File: src/hw/mior_cfg.svh
// Constants of the multi-line flash read path: opcodes, phase lengths,
// dummy clock counts and pin reset values.
// Assumes inclusion by bare name from the design files.
`ifndef MIOR_CFG_SVH
`define MIOR_CFG_SVH
`define MIOR_OP_SFAST 8'h0b
`define MIOR_OP_DFAST 8'h0d
`define MIOR_OP_DOUT 8'h3b
`define MIOR_OP_DIO 8'hbb
`define MIOR_OP_DDIO 8'hbd
`define MIOR_OP_QOUT 8'h6b
`define MIOR_OP_BITS 5'h08
`define MIOR_ADDR_BITS 5'h18
`define MIOR_MODE_BITS 5'h08
`define MIOR_CONT_KEY 2'h2
`define MIOR_DUMMY_STD 4'h8
`define MIOR_DUMMY_DFAST 4'h6
`define MIOR_DUMMY_DIO_LO 4'h4
`define MIOR_DUMMY_DIO_HI 4'h8
`define MIOR_DUMMY_DDIO 4'h4
// Four-line command mode dummies, one nibble per parameter value
`define MIOR_QPI_DUMMY 16'ha864
`define MIOR_OEN_OFF 4'hf
`define MIOR_OEN_X1 4'hd
`define MIOR_OEN_X2 4'hc
`define MIOR_OEN_X4 4'h0
`endif

File: src/hw/mior_pkg.sv
// Types of the multi-line flash read path: phases and read commands.
// Assumes nothing of its surroundings.
package mior_pkg;
   typedef enum logic [2:0] {
      PH_IDLE = 3'h0,
      PH_OPCODE = 3'h1,
      PH_ADDR = 3'h2,
      PH_MODE = 3'h3,
      PH_DUMMY = 3'h4,
      PH_DATA = 3'h5,
      PH_IGNORE = 3'h6
   } mior_phase_t;
   typedef enum logic [2:0] {
      single_fast_read = 3'h0,
      double_edge_fast_read = 3'h1,
      dual_output_read = 3'h2,
      dual_io_read = 3'h3,
      double_edge_dual_io_read = 3'h4,
      quad_output_read = 3'h5
   } mior_cmd_t;
endpackage

File: src/hw/mior_read_path.sv
// Read-command front end of a serial NOR flash: opcode decode, address,
// mode byte, dummy clocks and data shift-out on one, two or four lines.
// Assumes the array answers memValid/memData for memAddr while memReady.
// The serial clock is sampled by sys_clk, so it must stay well below half
// the system clock rate.
`timescale 1ns/1ps
`include "mior_cfg.svh"

////////////////////////////////////////////////////////////////////////////
// Data FIFO between array fetch and output shifter
module mior_fifo #(
   parameter int WIDTH = 8,
   parameter int DEPTH = 16
) (
   input wire logic sys_clk,
   input wire logic srst,
   input wire logic flush,
   input wire logic inValid,
   input wire logic [WIDTH-1:0] inData,
   output logic inReady,
   output logic outValid,
   output logic [WIDTH-1:0] outData,
   input wire logic outReady
);
   localparam int AW = $clog2(DEPTH);
   typedef struct packed {
      logic [DEPTH-1:0][WIDTH-1:0] mem;
      logic [AW-1:0] wrPtr;
      logic [AW-1:0] rdPtr;
      logic [AW:0] count;
   } mior_fifo_t;
   mior_fifo_t st, next_st;
   logic push, pop;

   // Handshakes straight from the fill level
   assign inReady = (st.count != (AW+1)'(DEPTH));
   assign outValid = (st.count != '0);
   assign outData = st.mem[st.rdPtr];
   assign push = inValid && inReady;
   assign pop = outValid && outReady;

   always_comb
   begin
      next_st = st;
      if (push)
      begin
         next_st.mem[st.wrPtr] = inData;
         next_st.wrPtr = st.wrPtr + AW'(1);
      end
      if (pop)
         next_st.rdPtr = st.rdPtr + AW'(1);
      next_st.count = st.count + (AW+1)'(push) - (AW+1)'(pop);
      // Flush drops everything, stale prefetch must never leak out
      if (flush)
      begin
         next_st.wrPtr = '0;
         next_st.rdPtr = '0;
         next_st.count = '0;
      end
   end

   always_ff @(posedge sys_clk)
   begin
      if (srst)
         st <= '0;
      else
         st <= next_st;
   end
endmodule

////////////////////////////////////////////////////////////////////////////
// How it works
// Fast read: opcode, 3-byte address, dummy byte, data.
// Sample on rising edge, shift out on falling.
// Address increments per byte, wraps to zero.
// Reads ignored while internal write cycle busy.
// Chip select high ends read, stops driving.
// Four-line mode fast read dummies follow parameter.
// Double-edge fast read: six dummies, lines undriven.
// Dual output: single-line address, two-line data.
// Dual I/O: address, dummy, data on two lines.
// Dummy select bit: four or eight dummies.
// Mode key 10 skips next opcode.
// Other key or reset command leaves continuous mode.
// Host sends non-10 key unless continuing.
// Double-edge dual I/O: address two bits per edge.
// Double-edge dual I/O continuous mode likewise.
// Host sends all-ones on line 0 to exit.
// Quad output: single-line address, four-line data.
// Most significant bit first, top line highest.
module mior_read_path #(
   parameter int FIFO_DEPTH = 16
) (
   input wire logic sys_clk,
   input wire logic srst,
   input wire logic sclk,
   input wire logic csN,
   input wire logic [3:0] ioIn,
   output logic [3:0] ioOut,
   output logic [3:0] ioOeN,
   input wire logic busy,
   input wire logic quadCmdMode,
   input wire logic [1:0] readParam,
   input wire logic dummyCountSelect,
   input wire logic contModeReset,
   output logic contModeActive,
   output logic [23:0] memAddr,
   output logic memReady,
   input wire logic memValid,
   input wire logic [7:0] memData
);
   typedef struct packed {
      logic sclkS1, sclkS2, sclkS3;
      logic csS1, csS2, csS3;
      logic [3:0] ioS1, ioS2;
      mior_pkg::mior_phase_t phase;
      mior_pkg::mior_cmd_t cmd;
      logic dtr;
      logic [2:0] lanes;
      logic [23:0] shiftIn;
      logic [4:0] bitCnt;
      logic [3:0] dummyCnt, dummyTgt;
      logic contMode, contDtr, fetchOn, flush, firstOut;
      logic [23:0] addr;
      logic [7:0] outByte;
      logic [3:0] bitsLeft;
      logic [3:0] ioOut, ioOeN;
   } mior_state_t;
   mior_state_t st, next_st;
   logic rise, fall, csFall, inEv, outEv, fifoInReady, fifoValid, pop;
   logic [7:0] fifoData;

   // Lines used by the address phase
   function automatic logic [2:0] mior_addr_lanes(mior_pkg::mior_cmd_t c,
                                                  logic qpi);
      if (qpi)
         return 3'h4;
      if (c == mior_pkg::dual_io_read ||
          c == mior_pkg::double_edge_dual_io_read)
         return 3'h2;
      return 3'h1;
   endfunction

   // Lines used by the data phase
   function automatic logic [2:0] mior_data_lanes(mior_pkg::mior_cmd_t c,
                                                  logic qpi);
      if (qpi || c == mior_pkg::quad_output_read)
         return 3'h4;
      if (c == mior_pkg::single_fast_read ||
          c == mior_pkg::double_edge_fast_read)
         return 3'h1;
      return 3'h2;
   endfunction

   // Edges are seen on the second synchroniser stage only
   assign rise = st.sclkS2 && !st.sclkS3;
   assign fall = !st.sclkS2 && st.sclkS3;
   assign csFall = !st.csS2 && st.csS3;
   // A double-rate phase opens on a rising edge; the falling edge that
   // closes the opcode clock must not be taken as an address bit
   assign inEv = st.dtr ? (rise || (fall && st.bitCnt != 5'h0)) : rise;
   assign outEv = (st.firstOut || !st.dtr) ? fall : (rise || fall);
   assign pop = (st.phase == mior_pkg::PH_DATA) && outEv &&
                (st.bitsLeft == 4'h0) && fifoValid;
   assign memReady = st.fetchOn && !st.flush && fifoInReady;
   assign memAddr = st.addr;
   assign ioOut = st.ioOut;
   assign ioOeN = st.ioOeN;
   assign contModeActive = st.contMode;

   mior_fifo #(.WIDTH(8), .DEPTH(FIFO_DEPTH)) i_mior_fifo (
      .sys_clk(sys_clk),
      .srst(srst),
      .flush(st.flush),
      .inValid(memValid && memReady),
      .inData(memData),
      .inReady(fifoInReady),
      .outValid(fifoValid),
      .outData(fifoData),
      .outReady(pop)
   );

   ////////////////////////////////////////////////////////////////////////
   // Next state
   always_comb
   begin
      logic [23:0] sh;
      logic [4:0] cnt;
      logic [7:0] b;
      sh = st.shiftIn;
      cnt = st.bitCnt + {2'h0, st.lanes};
      b = st.outByte;
      next_st = st;
      next_st.sclkS1 = sclk;
      next_st.sclkS2 = st.sclkS1;
      next_st.sclkS3 = st.sclkS2;
      next_st.csS1 = csN;
      next_st.csS2 = st.csS1;
      next_st.csS3 = st.csS2;
      next_st.ioS1 = ioIn;
      next_st.ioS2 = st.ioS1;
      next_st.flush = 1'b0;
      // Top line holds the most significant bit of each group
      unique case (st.lanes)
         3'h1: sh = {st.shiftIn[22:0], st.ioS2[0]};
         3'h2: sh = {st.shiftIn[21:0], st.ioS2[1:0]};
         default: sh = {st.shiftIn[19:0], st.ioS2};
      endcase
      // Each accepted array byte moves the read address on
      if (memValid && memReady)
         next_st.addr = st.addr + 24'h1;
      unique case (st.phase)
         mior_pkg::PH_IDLE, mior_pkg::PH_IGNORE: ;
         mior_pkg::PH_OPCODE:
            if (rise)
            begin
               next_st.shiftIn = sh;
               next_st.bitCnt = cnt;
               if (cnt == `MIOR_OP_BITS)
               begin
                  next_st.bitCnt = 5'h0;
                  next_st.phase = mior_pkg::PH_ADDR;
                  next_st.dtr = 1'b0;
                  unique case (sh[7:0])
                     `MIOR_OP_SFAST: next_st.cmd = mior_pkg::single_fast_read;
                     `MIOR_OP_DFAST:
                     begin
                        next_st.cmd = mior_pkg::double_edge_fast_read;
                        next_st.dtr = 1'b1;
                     end
                     `MIOR_OP_DOUT: next_st.cmd = mior_pkg::dual_output_read;
                     `MIOR_OP_DIO: next_st.cmd = mior_pkg::dual_io_read;
                     `MIOR_OP_DDIO:
                     begin
                        next_st.cmd = mior_pkg::double_edge_dual_io_read;
                        next_st.dtr = 1'b1;
                     end
                     `MIOR_OP_QOUT: next_st.cmd = mior_pkg::quad_output_read;
                     default: next_st.phase = mior_pkg::PH_IGNORE;
                  endcase
                  // Four-line command mode carries only the fast read
                  if (quadCmdMode && sh[7:0] != `MIOR_OP_SFAST)
                     next_st.phase = mior_pkg::PH_IGNORE;
                  // A running write cycle is left alone
                  if (busy)
                     next_st.phase = mior_pkg::PH_IGNORE;
                  next_st.lanes = mior_addr_lanes(next_st.cmd, quadCmdMode);
               end
            end
         mior_pkg::PH_ADDR:
            if (inEv)
            begin
               next_st.shiftIn = sh;
               next_st.bitCnt = cnt;
               if (cnt == `MIOR_ADDR_BITS)
               begin
                  // Start prefetch now, dummies hide the array latency
                  next_st.bitCnt = 5'h0;
                  next_st.addr = sh;
                  next_st.flush = 1'b1;
                  next_st.fetchOn = 1'b1;
                  next_st.dummyCnt = 4'h0;
                  next_st.phase = mior_pkg::PH_DUMMY;
                  unique case (st.cmd)
                     mior_pkg::single_fast_read:
                        next_st.dummyTgt = quadCmdMode ?
                           4'(`MIOR_QPI_DUMMY >> {readParam, 2'h0}) :
                           `MIOR_DUMMY_STD;
                     mior_pkg::double_edge_fast_read:
                        next_st.dummyTgt = `MIOR_DUMMY_DFAST;
                     mior_pkg::dual_io_read,
                     mior_pkg::double_edge_dual_io_read:
                        next_st.phase = mior_pkg::PH_MODE;
                     default: next_st.dummyTgt = `MIOR_DUMMY_STD;
                  endcase
               end
            end
         mior_pkg::PH_MODE:
            if (inEv)
            begin
               next_st.shiftIn = sh;
               next_st.bitCnt = cnt;
               if (cnt == `MIOR_MODE_BITS)
               begin
                  // Key 10 arms opcode skipping, anything else disarms
                  next_st.contMode = (sh[5:4] == `MIOR_CONT_KEY);
                  next_st.contDtr = st.dtr;
                  next_st.bitCnt = 5'h0;
                  next_st.phase = mior_pkg::PH_DUMMY;
                  if (st.dtr)
                     next_st.dummyTgt = `MIOR_DUMMY_DDIO;
                  else
                     next_st.dummyTgt = dummyCountSelect ?
                        `MIOR_DUMMY_DIO_HI : `MIOR_DUMMY_DIO_LO;
               end
            end
         mior_pkg::PH_DUMMY:
            // Dummies count whole clocks, lines stay undriven
            if (rise)
            begin
               next_st.dummyCnt = st.dummyCnt + 4'h1;
               if (st.dummyCnt + 4'h1 == st.dummyTgt)
               begin
                  next_st.phase = mior_pkg::PH_DATA;
                  next_st.firstOut = 1'b1;
                  next_st.bitsLeft = 4'h0;
                  next_st.lanes = mior_data_lanes(st.cmd, quadCmdMode);
               end
            end
         mior_pkg::PH_DATA:
            // Change outputs on falling edges, both edges when double
            if (outEv)
            begin
               if (st.bitsLeft == 4'h0)
                  b = fifoValid ? fifoData : 8'h00;
               next_st.firstOut = 1'b0;
               unique case (st.lanes)
                  3'h1:
                  begin
                     next_st.ioOut = {2'h0, b[7], 1'b0};
                     next_st.ioOeN = `MIOR_OEN_X1;
                  end
                  3'h2:
                  begin
                     next_st.ioOut = {2'h0, b[7:6]};
                     next_st.ioOeN = `MIOR_OEN_X2;
                  end
                  default:
                  begin
                     next_st.ioOut = b[7:4];
                     next_st.ioOeN = `MIOR_OEN_X4;
                  end
               endcase
               next_st.outByte = b << st.lanes;
               next_st.bitsLeft = (st.bitsLeft == 4'h0 ? 4'h8 : st.bitsLeft)
                                  - {1'b0, st.lanes};
            end
         default: next_st.phase = mior_pkg::PH_IDLE;
      endcase
      // Start of frame: continuous mode goes straight to the address
      if (csFall)
      begin
         next_st.bitCnt = 5'h0;
         next_st.shiftIn = 24'h0;
         next_st.lanes = quadCmdMode ? 3'h4 : 3'h1;
         next_st.phase = mior_pkg::PH_OPCODE;
         if (st.contMode)
         begin
            next_st.cmd = st.contDtr ? mior_pkg::double_edge_dual_io_read :
                          mior_pkg::dual_io_read;
            next_st.dtr = st.contDtr;
            next_st.lanes = 3'h2;
            next_st.phase = busy ? mior_pkg::PH_IGNORE :
                            mior_pkg::PH_ADDR;
         end
      end
      // Frame end releases the lines and stops fetching
      if (st.csS2)
      begin
         next_st.phase = mior_pkg::PH_IDLE;
         next_st.ioOeN = `MIOR_OEN_OFF;
         next_st.fetchOn = 1'b0;
         next_st.flush = st.fetchOn;
      end
      if (contModeReset)
         next_st.contMode = 1'b0;
   end

   ////////////////////////////////////////////////////////////////////////
   // State register
   always_ff @(posedge sys_clk)
   begin
      if (srst)
      begin
         st <= '0;
         st.sclkS1 <= 1'b0;
         st.csS1 <= 1'b1;
         st.csS2 <= 1'b1;
         st.csS3 <= 1'b1;
         st.ioOeN <= `MIOR_OEN_OFF;
      end
      else
         st <= next_st;
   end
endmodule

File: config.mk
export PLATFORM = sky130hd
export DESIGN_NAME = mior_read_path
export DESIGN_NICKNAME = d
export VERILOG_FILES = /design/src/hw/mior_pkg.sv /design/src/hw/mior_read_path.sv
export VERILOG_INCLUDE_DIRS = /design/src /design/src/hw
export SDC_FILE = /design/constraint.sdc
export NUM_CORES = 1
export LEC_CHECK = 0
export ABC_AREA = 1
export BUFFER_PORTS_ARGS = -buffer_cell sky130_fd_sc_hd__buf_4
export CAP_MARGIN = 20
export CORE_ASPECT_RATIO = 1.75
export CORE_UTILIZATION = 32
export CTS_CLUSTER_DIAMETER = 200
export DETAILED_ROUTE_END_ITERATION = 10
export GPL_ROUTABILITY_DRIVEN = 0
export RECOVER_POWER = 25
export SLEW_MARGIN = 20
export SYNTH_ARGS = -nofsm -noshare
export SYNTH_HDL_FRONTEND = slang
export SYNTH_SLANG_ARGS = --single-unit
File: constraint.sdc
create_clock -name sys_clk -period 5.3 [get_ports sys_clk]
set_input_delay 0.795 -clock sys_clk [delete_from_list [all_inputs] [get_ports sys_clk]]
set_output_delay 0.795 -clock sys_clk [all_outputs]
set_load 0.01 [all_outputs]
==> run summary <==
The cell count of the worst reg-to-reg path was 10. The fraction of layout cells with a size suffix above 1 came out at 0.06551. On the critical path, the stage with the largest delay is an instance of sky130_fd_sc_hd__clkbuf_1. The total buffers and inverters traversed by the critical path was 4; the total CTS buffers was 26. Setup violations remaining at the end of the flow were counted as 0. The tools report the final hold violation count as 0. The slew at the pin closest to its max-slew limit is 2.837 ns. The worst setup path is of the in2reg kind.

The highest net fanout along the worst path is 75, and the number of buffers inserted for hold repair after clock tree synthesis is 0. After filler insertion, the fill cell instance count of the layout stands at 4,188. The sum of negative setup slack was 0 ns. Synthesis produced a netlist whose cell count is 1,800. The share of the synthesized area in the top cell type came out at 0.3954.

The count of H-tree levels built during CTS was 1. The cell taking the most area after synthesis was sky130_fd_sc_hd__dfxtp_1. In the synthesized netlist the dominant register cell turns out to be sky130_fd_sc_hd__dfxtp_1. Counting every sink on the clock net gives 248. Violation count after the first detailed-routing iteration: 771.

By area the synthesized netlist is led by sky130_fd_sc_hd__dfxtp_1 40%, sky130_fd_sc_hd__o21ai_0 9.8%, sky130_fd_sc_hd__nor2_1 8.9%. In this run the cell area of the synthesized design comes to 12,560 um2. The checks that failed: capacitance limit, slew limit.

The worst setup path is launched from an input port. The routed wire length came out at 36.95 mm. Setup slack on the critical path of the routed design comes to 1.492 ns.

The worst slack at placement was 1.785 ns; the minimum hold slack was 0.4010 ns. After synthesis the netlist holds a flip-flop and latch count of 248. The net count after synthesis is 1,847, and the path length in cells of the critical path is 6. The number of buffer cells added on primary ports came out at 56. Walking the worst path, the cells encountered are clkbuf_1 > clkinv_2 > buf_4 > buf_4 > o21ai_0 > a21oi_1. The switching portion of total power was 0.2294; the total DRC errors in the routed layout was 0. The number of different library cells used by synthesis comes to 44. In the layout the commonest cells are 297 x sky130_fd_sc_hd__nor2_1, 246 x sky130_fd_sc_hd__dfxtp_1, 245 x sky130_fd_sc_hd__o21ai_0.

For the total of cells resized after clock tree synthesis, the log shows 0. STA puts the critical path data required time at 5.70 ns. Setup repair after global routing left no endpoint under its margin. The tools report the number of nets with antenna violations after routing as 0. Entering global routing, the biggest net connects 98 pins. In this design, the largest share of critical-path delay is due to buffers and inverters.

The number of global-route vias before repair came out at 11.51k. 0 antenna diodes ended up in the layout. The clock root buffer is sky130_fd_sc_hd__clkbuf_16.

The met2 usage in global routing is 0.3521, and the global-route usage over all layers is 0.1862. The internal power of the cells totals 2.946 mW. The tools report the core occupancy in the finished layout as 0.3562. The floorplan step defined a core boundary enclosing 38,510 um2. After global routing the overflow that remains totals 0.

For the global-route met1 utilization, the log shows 0.1981. After the last flow step, the layout net total stands at 1,819. The number of synthesized flops with an enable pin is 0, and the depth of the worst hold-timing path is 2.

The critical register-to-register path startpoint was st[86]. Dividing the detail-routed wire length by the instance count gives 16.27 um. 57 I/O pins were placed. The critical path starts at srst. The tools report the final count of pins violating max slew as 57. In this run the horizontal extent of the chip is 151.7 um. The critical path capture point type was a register. Average instance area after synthesis: 6.976 um2. The tools report the max-cap violation count as 1.

For this design the ratio of total power to cell area is 278.7 nW/um2. The global-route wire length before repair came out at 59.35 mm. For this run, the slowest stage of the critical path takes 1.96 ns. The part of the cycle the worst path needs was 0.7184; the number of detailed-route iterations in the first pass was 5. The layer flagged by global routing as most heavily used is met2. Initial antenna violation count: 0. The most common cell after layout, fill and taps aside was sky130_fd_sc_hd__nor2_1. The cell type with the highest occurrence count on the critical path is sky130_fd_sc_hd__buf_4. The die covers 40,070 um2. The sequential group share of total power is 0.492, and the clock network power share is 0.472. The maximum clock skew at final layout came out at 0.01804 ns.

Clock-pin slew was measured on the worst setup and hold paths at 0.06 ns. The met3 demand-to-capacity share in global routing is 0.02021, and the maximum clock rate is 262.6 MHz. In this run the deepest clock path goes through 3 buffers. TritonCTS built the clock tree. The via count normalized by instance count was 5.185. The sequential share of the synthesized area came out at 0.3954. The total half-perimeter wirelength after legalization and detailed placement came out at 26.27 mm. For the starting utilization of the core area, the log shows 0.3261.

The worst endpoint data arrival time is 4.21 ns, and the share of flip-flops with an asynchronous set or reset is 0. The tools report the headroom to the max-slew limit as -0.8916. In this run the most critical hold path is launched from next_st[97]. The run finished, with violations left. Compared with the post-synthesis result, the final layout area differs by 9.247%. The part of the power in combinational logic came out at 0.036. The largest vdd supply drop is 0.0002020 V, and the net switching power is 0.8769 mW. The routed layout has 11.78k vias.

For the number of rows in the core area, the log shows 95. The yosys synthesis warning count came out at 0. The tools report the clock latency reported for the late side of the worst-skew pair as 0.55 ns. The vertical extent of the die is 264.1 um, and the buffers inserted during post-CTS setup optimization is 0. The leakage dissipation was 5.405 nW. The type of the worst min-delay path was reg2reg. Counting I/O delays and the setup requirement, the final critical path takes 3.808 ns.
[through the flow]
step | cells | cell area [um2] | power (mW)
detailed placement | 2229 | 13030 | 2.060
global placement | 2229 | 13030 | 2.059
CTS | 2271 | 13850 | 3.862
floorplan | 1800 | 12560 | 2.007
finish | 2271 | 13720 | 3.823
global route | 2271 | 13720 | 3.953
[logic make-up after synthesis]
| logic type | synth area share |
|---|---|
| buf+inv | 0.1044 |
| flops | 0.3954 |
| xor+xnor | 0.02162 |
| fa+ha+maj | 0.02571 |
| simple gates | 0.2279 |
| compound gates | 0.2250 |
[sequential cells by signal, indices dropped and copies added, names as in the netlist]
signal / count
ioOut: 4
memAddr: 24
i_mior_fifo.st: 141
next_st: 8
st: 67
contModeActive: 1
ioOeN: 3
[layer usage]
layer | share of wire | up-vias
li1 | - | 5882
met1 | 0.38 | 5505
met2 | 0.54 | 293
met3 | 0.036 | 96
met4 | 0.046 | 0
met5 | 0 | -
[worst paths after layout]
kind	to	slack [ns]
worst max-delay path	i_mior_fifo.st[122]	1.49
worst min-delay path	st[97]	0.40
worst max register to register	memAddr[1]	1.73
worst min register to register	st[97]	0.40
[final cells by class]
| type | count | area (um2) | area share |
|---|---|---|---|
| clock buffer | 38 | 767.0 | 0.05591 |
| tap | 485 | 606.8 | 0.04424 |
| timing repair buffer | 63 | 345.3 | 0.02517 |
| inverter | 187 | 705.7 | 0.05144 |
| sequential | 248 | 4967 | 0.3621 |
| multi-input combinational | 1246 | 6281 | 0.4579 |
| clock inverter | 4 | 45.04 | 0.003283 |
[cell usage after synthesis (3+ instances only)]
library cell	number
sky130_fd_sc_hd__nand3_2	6
sky130_fd_sc_hd__or2_2	4
sky130_fd_sc_hd__o211ai_1	23
sky130_fd_sc_hd__nand4_1	9
sky130_fd_sc_hd__xor2_1	22
sky130_fd_sc_hd__nand2_1	200
sky130_fd_sc_hd__a21oi_1	191
sky130_fd_sc_hd__o22ai_1	23
sky130_fd_sc_hd__inv_1	174
sky130_fd_sc_hd__nor2_1	297
sky130_fd_sc_hd__buf_2	5
sky130_fd_sc_hd__o21bai_1	3
sky130_fd_sc_hd__o21ai_0	245
sky130_fd_sc_hd__inv_2	6
sky130_fd_sc_hd__nor2_2	13
sky130_fd_sc_hd__nand2_4	3
sky130_fd_sc_hd__buf_4	33
sky130_fd_sc_hd__fa_1	3
sky130_fd_sc_hd__ha_1	21
sky130_fd_sc_hd__nand2_2	8
sky130_fd_sc_hd__a211oi_1	24
sky130_fd_sc_hd__dfxtp_1	248
sky130_fd_sc_hd__clkbuf_1	74
sky130_fd_sc_hd__xnor2_1	9
sky130_fd_sc_hd__buf_6	4
sky130_fd_sc_hd__nand3_1	104
sky130_fd_sc_hd__clkinv_1	6
sky130_fd_sc_hd__buf_1	3
sky130_fd_sc_hd__a31oi_1	6
sky130_fd_sc_hd__a21oi_2	3
sky130_fd_sc_hd__nor3_1	12
[worst reg2reg max path, cell delays in order (launching register included)]
cell and delay, ns:
sky130_fd_sc_hd__dfxtp_1 0.67, sky130_fd_sc_hd__ha_1 0.30, sky130_fd_sc_hd__fa_1 0.45, sky130_fd_sc_hd__nor3_1 0.23, sky130_fd_sc_hd__nand2_1 0.11, sky130_fd_sc_hd__nor2_1 0.23, sky130_fd_sc_hd__inv_1 0.12, sky130_fd_sc_hd__nor3_4 0.54
sky130_fd_sc_hd__inv_2 0.40, sky130_fd_sc_hd__nor2_1 0.21, sky130_fd_sc_hd__a311oi_1 0.07
[power groups by stage]
stage / Combinational [mW] / Sequential (mW) / Clock, mW
finish: 0.139 / 1.88 / 1.80
CTS: 0.138 / 1.88 / 1.84
detailed placement: 0.138 / 1.92 / 0
global route: 0.152 / 1.88 / 1.92
global placement: 0.137 / 1.92 / 0
floorplan: 0.0902 / 1.92 / 0
No activity file was read; power rests on OpenSTA's default activity.
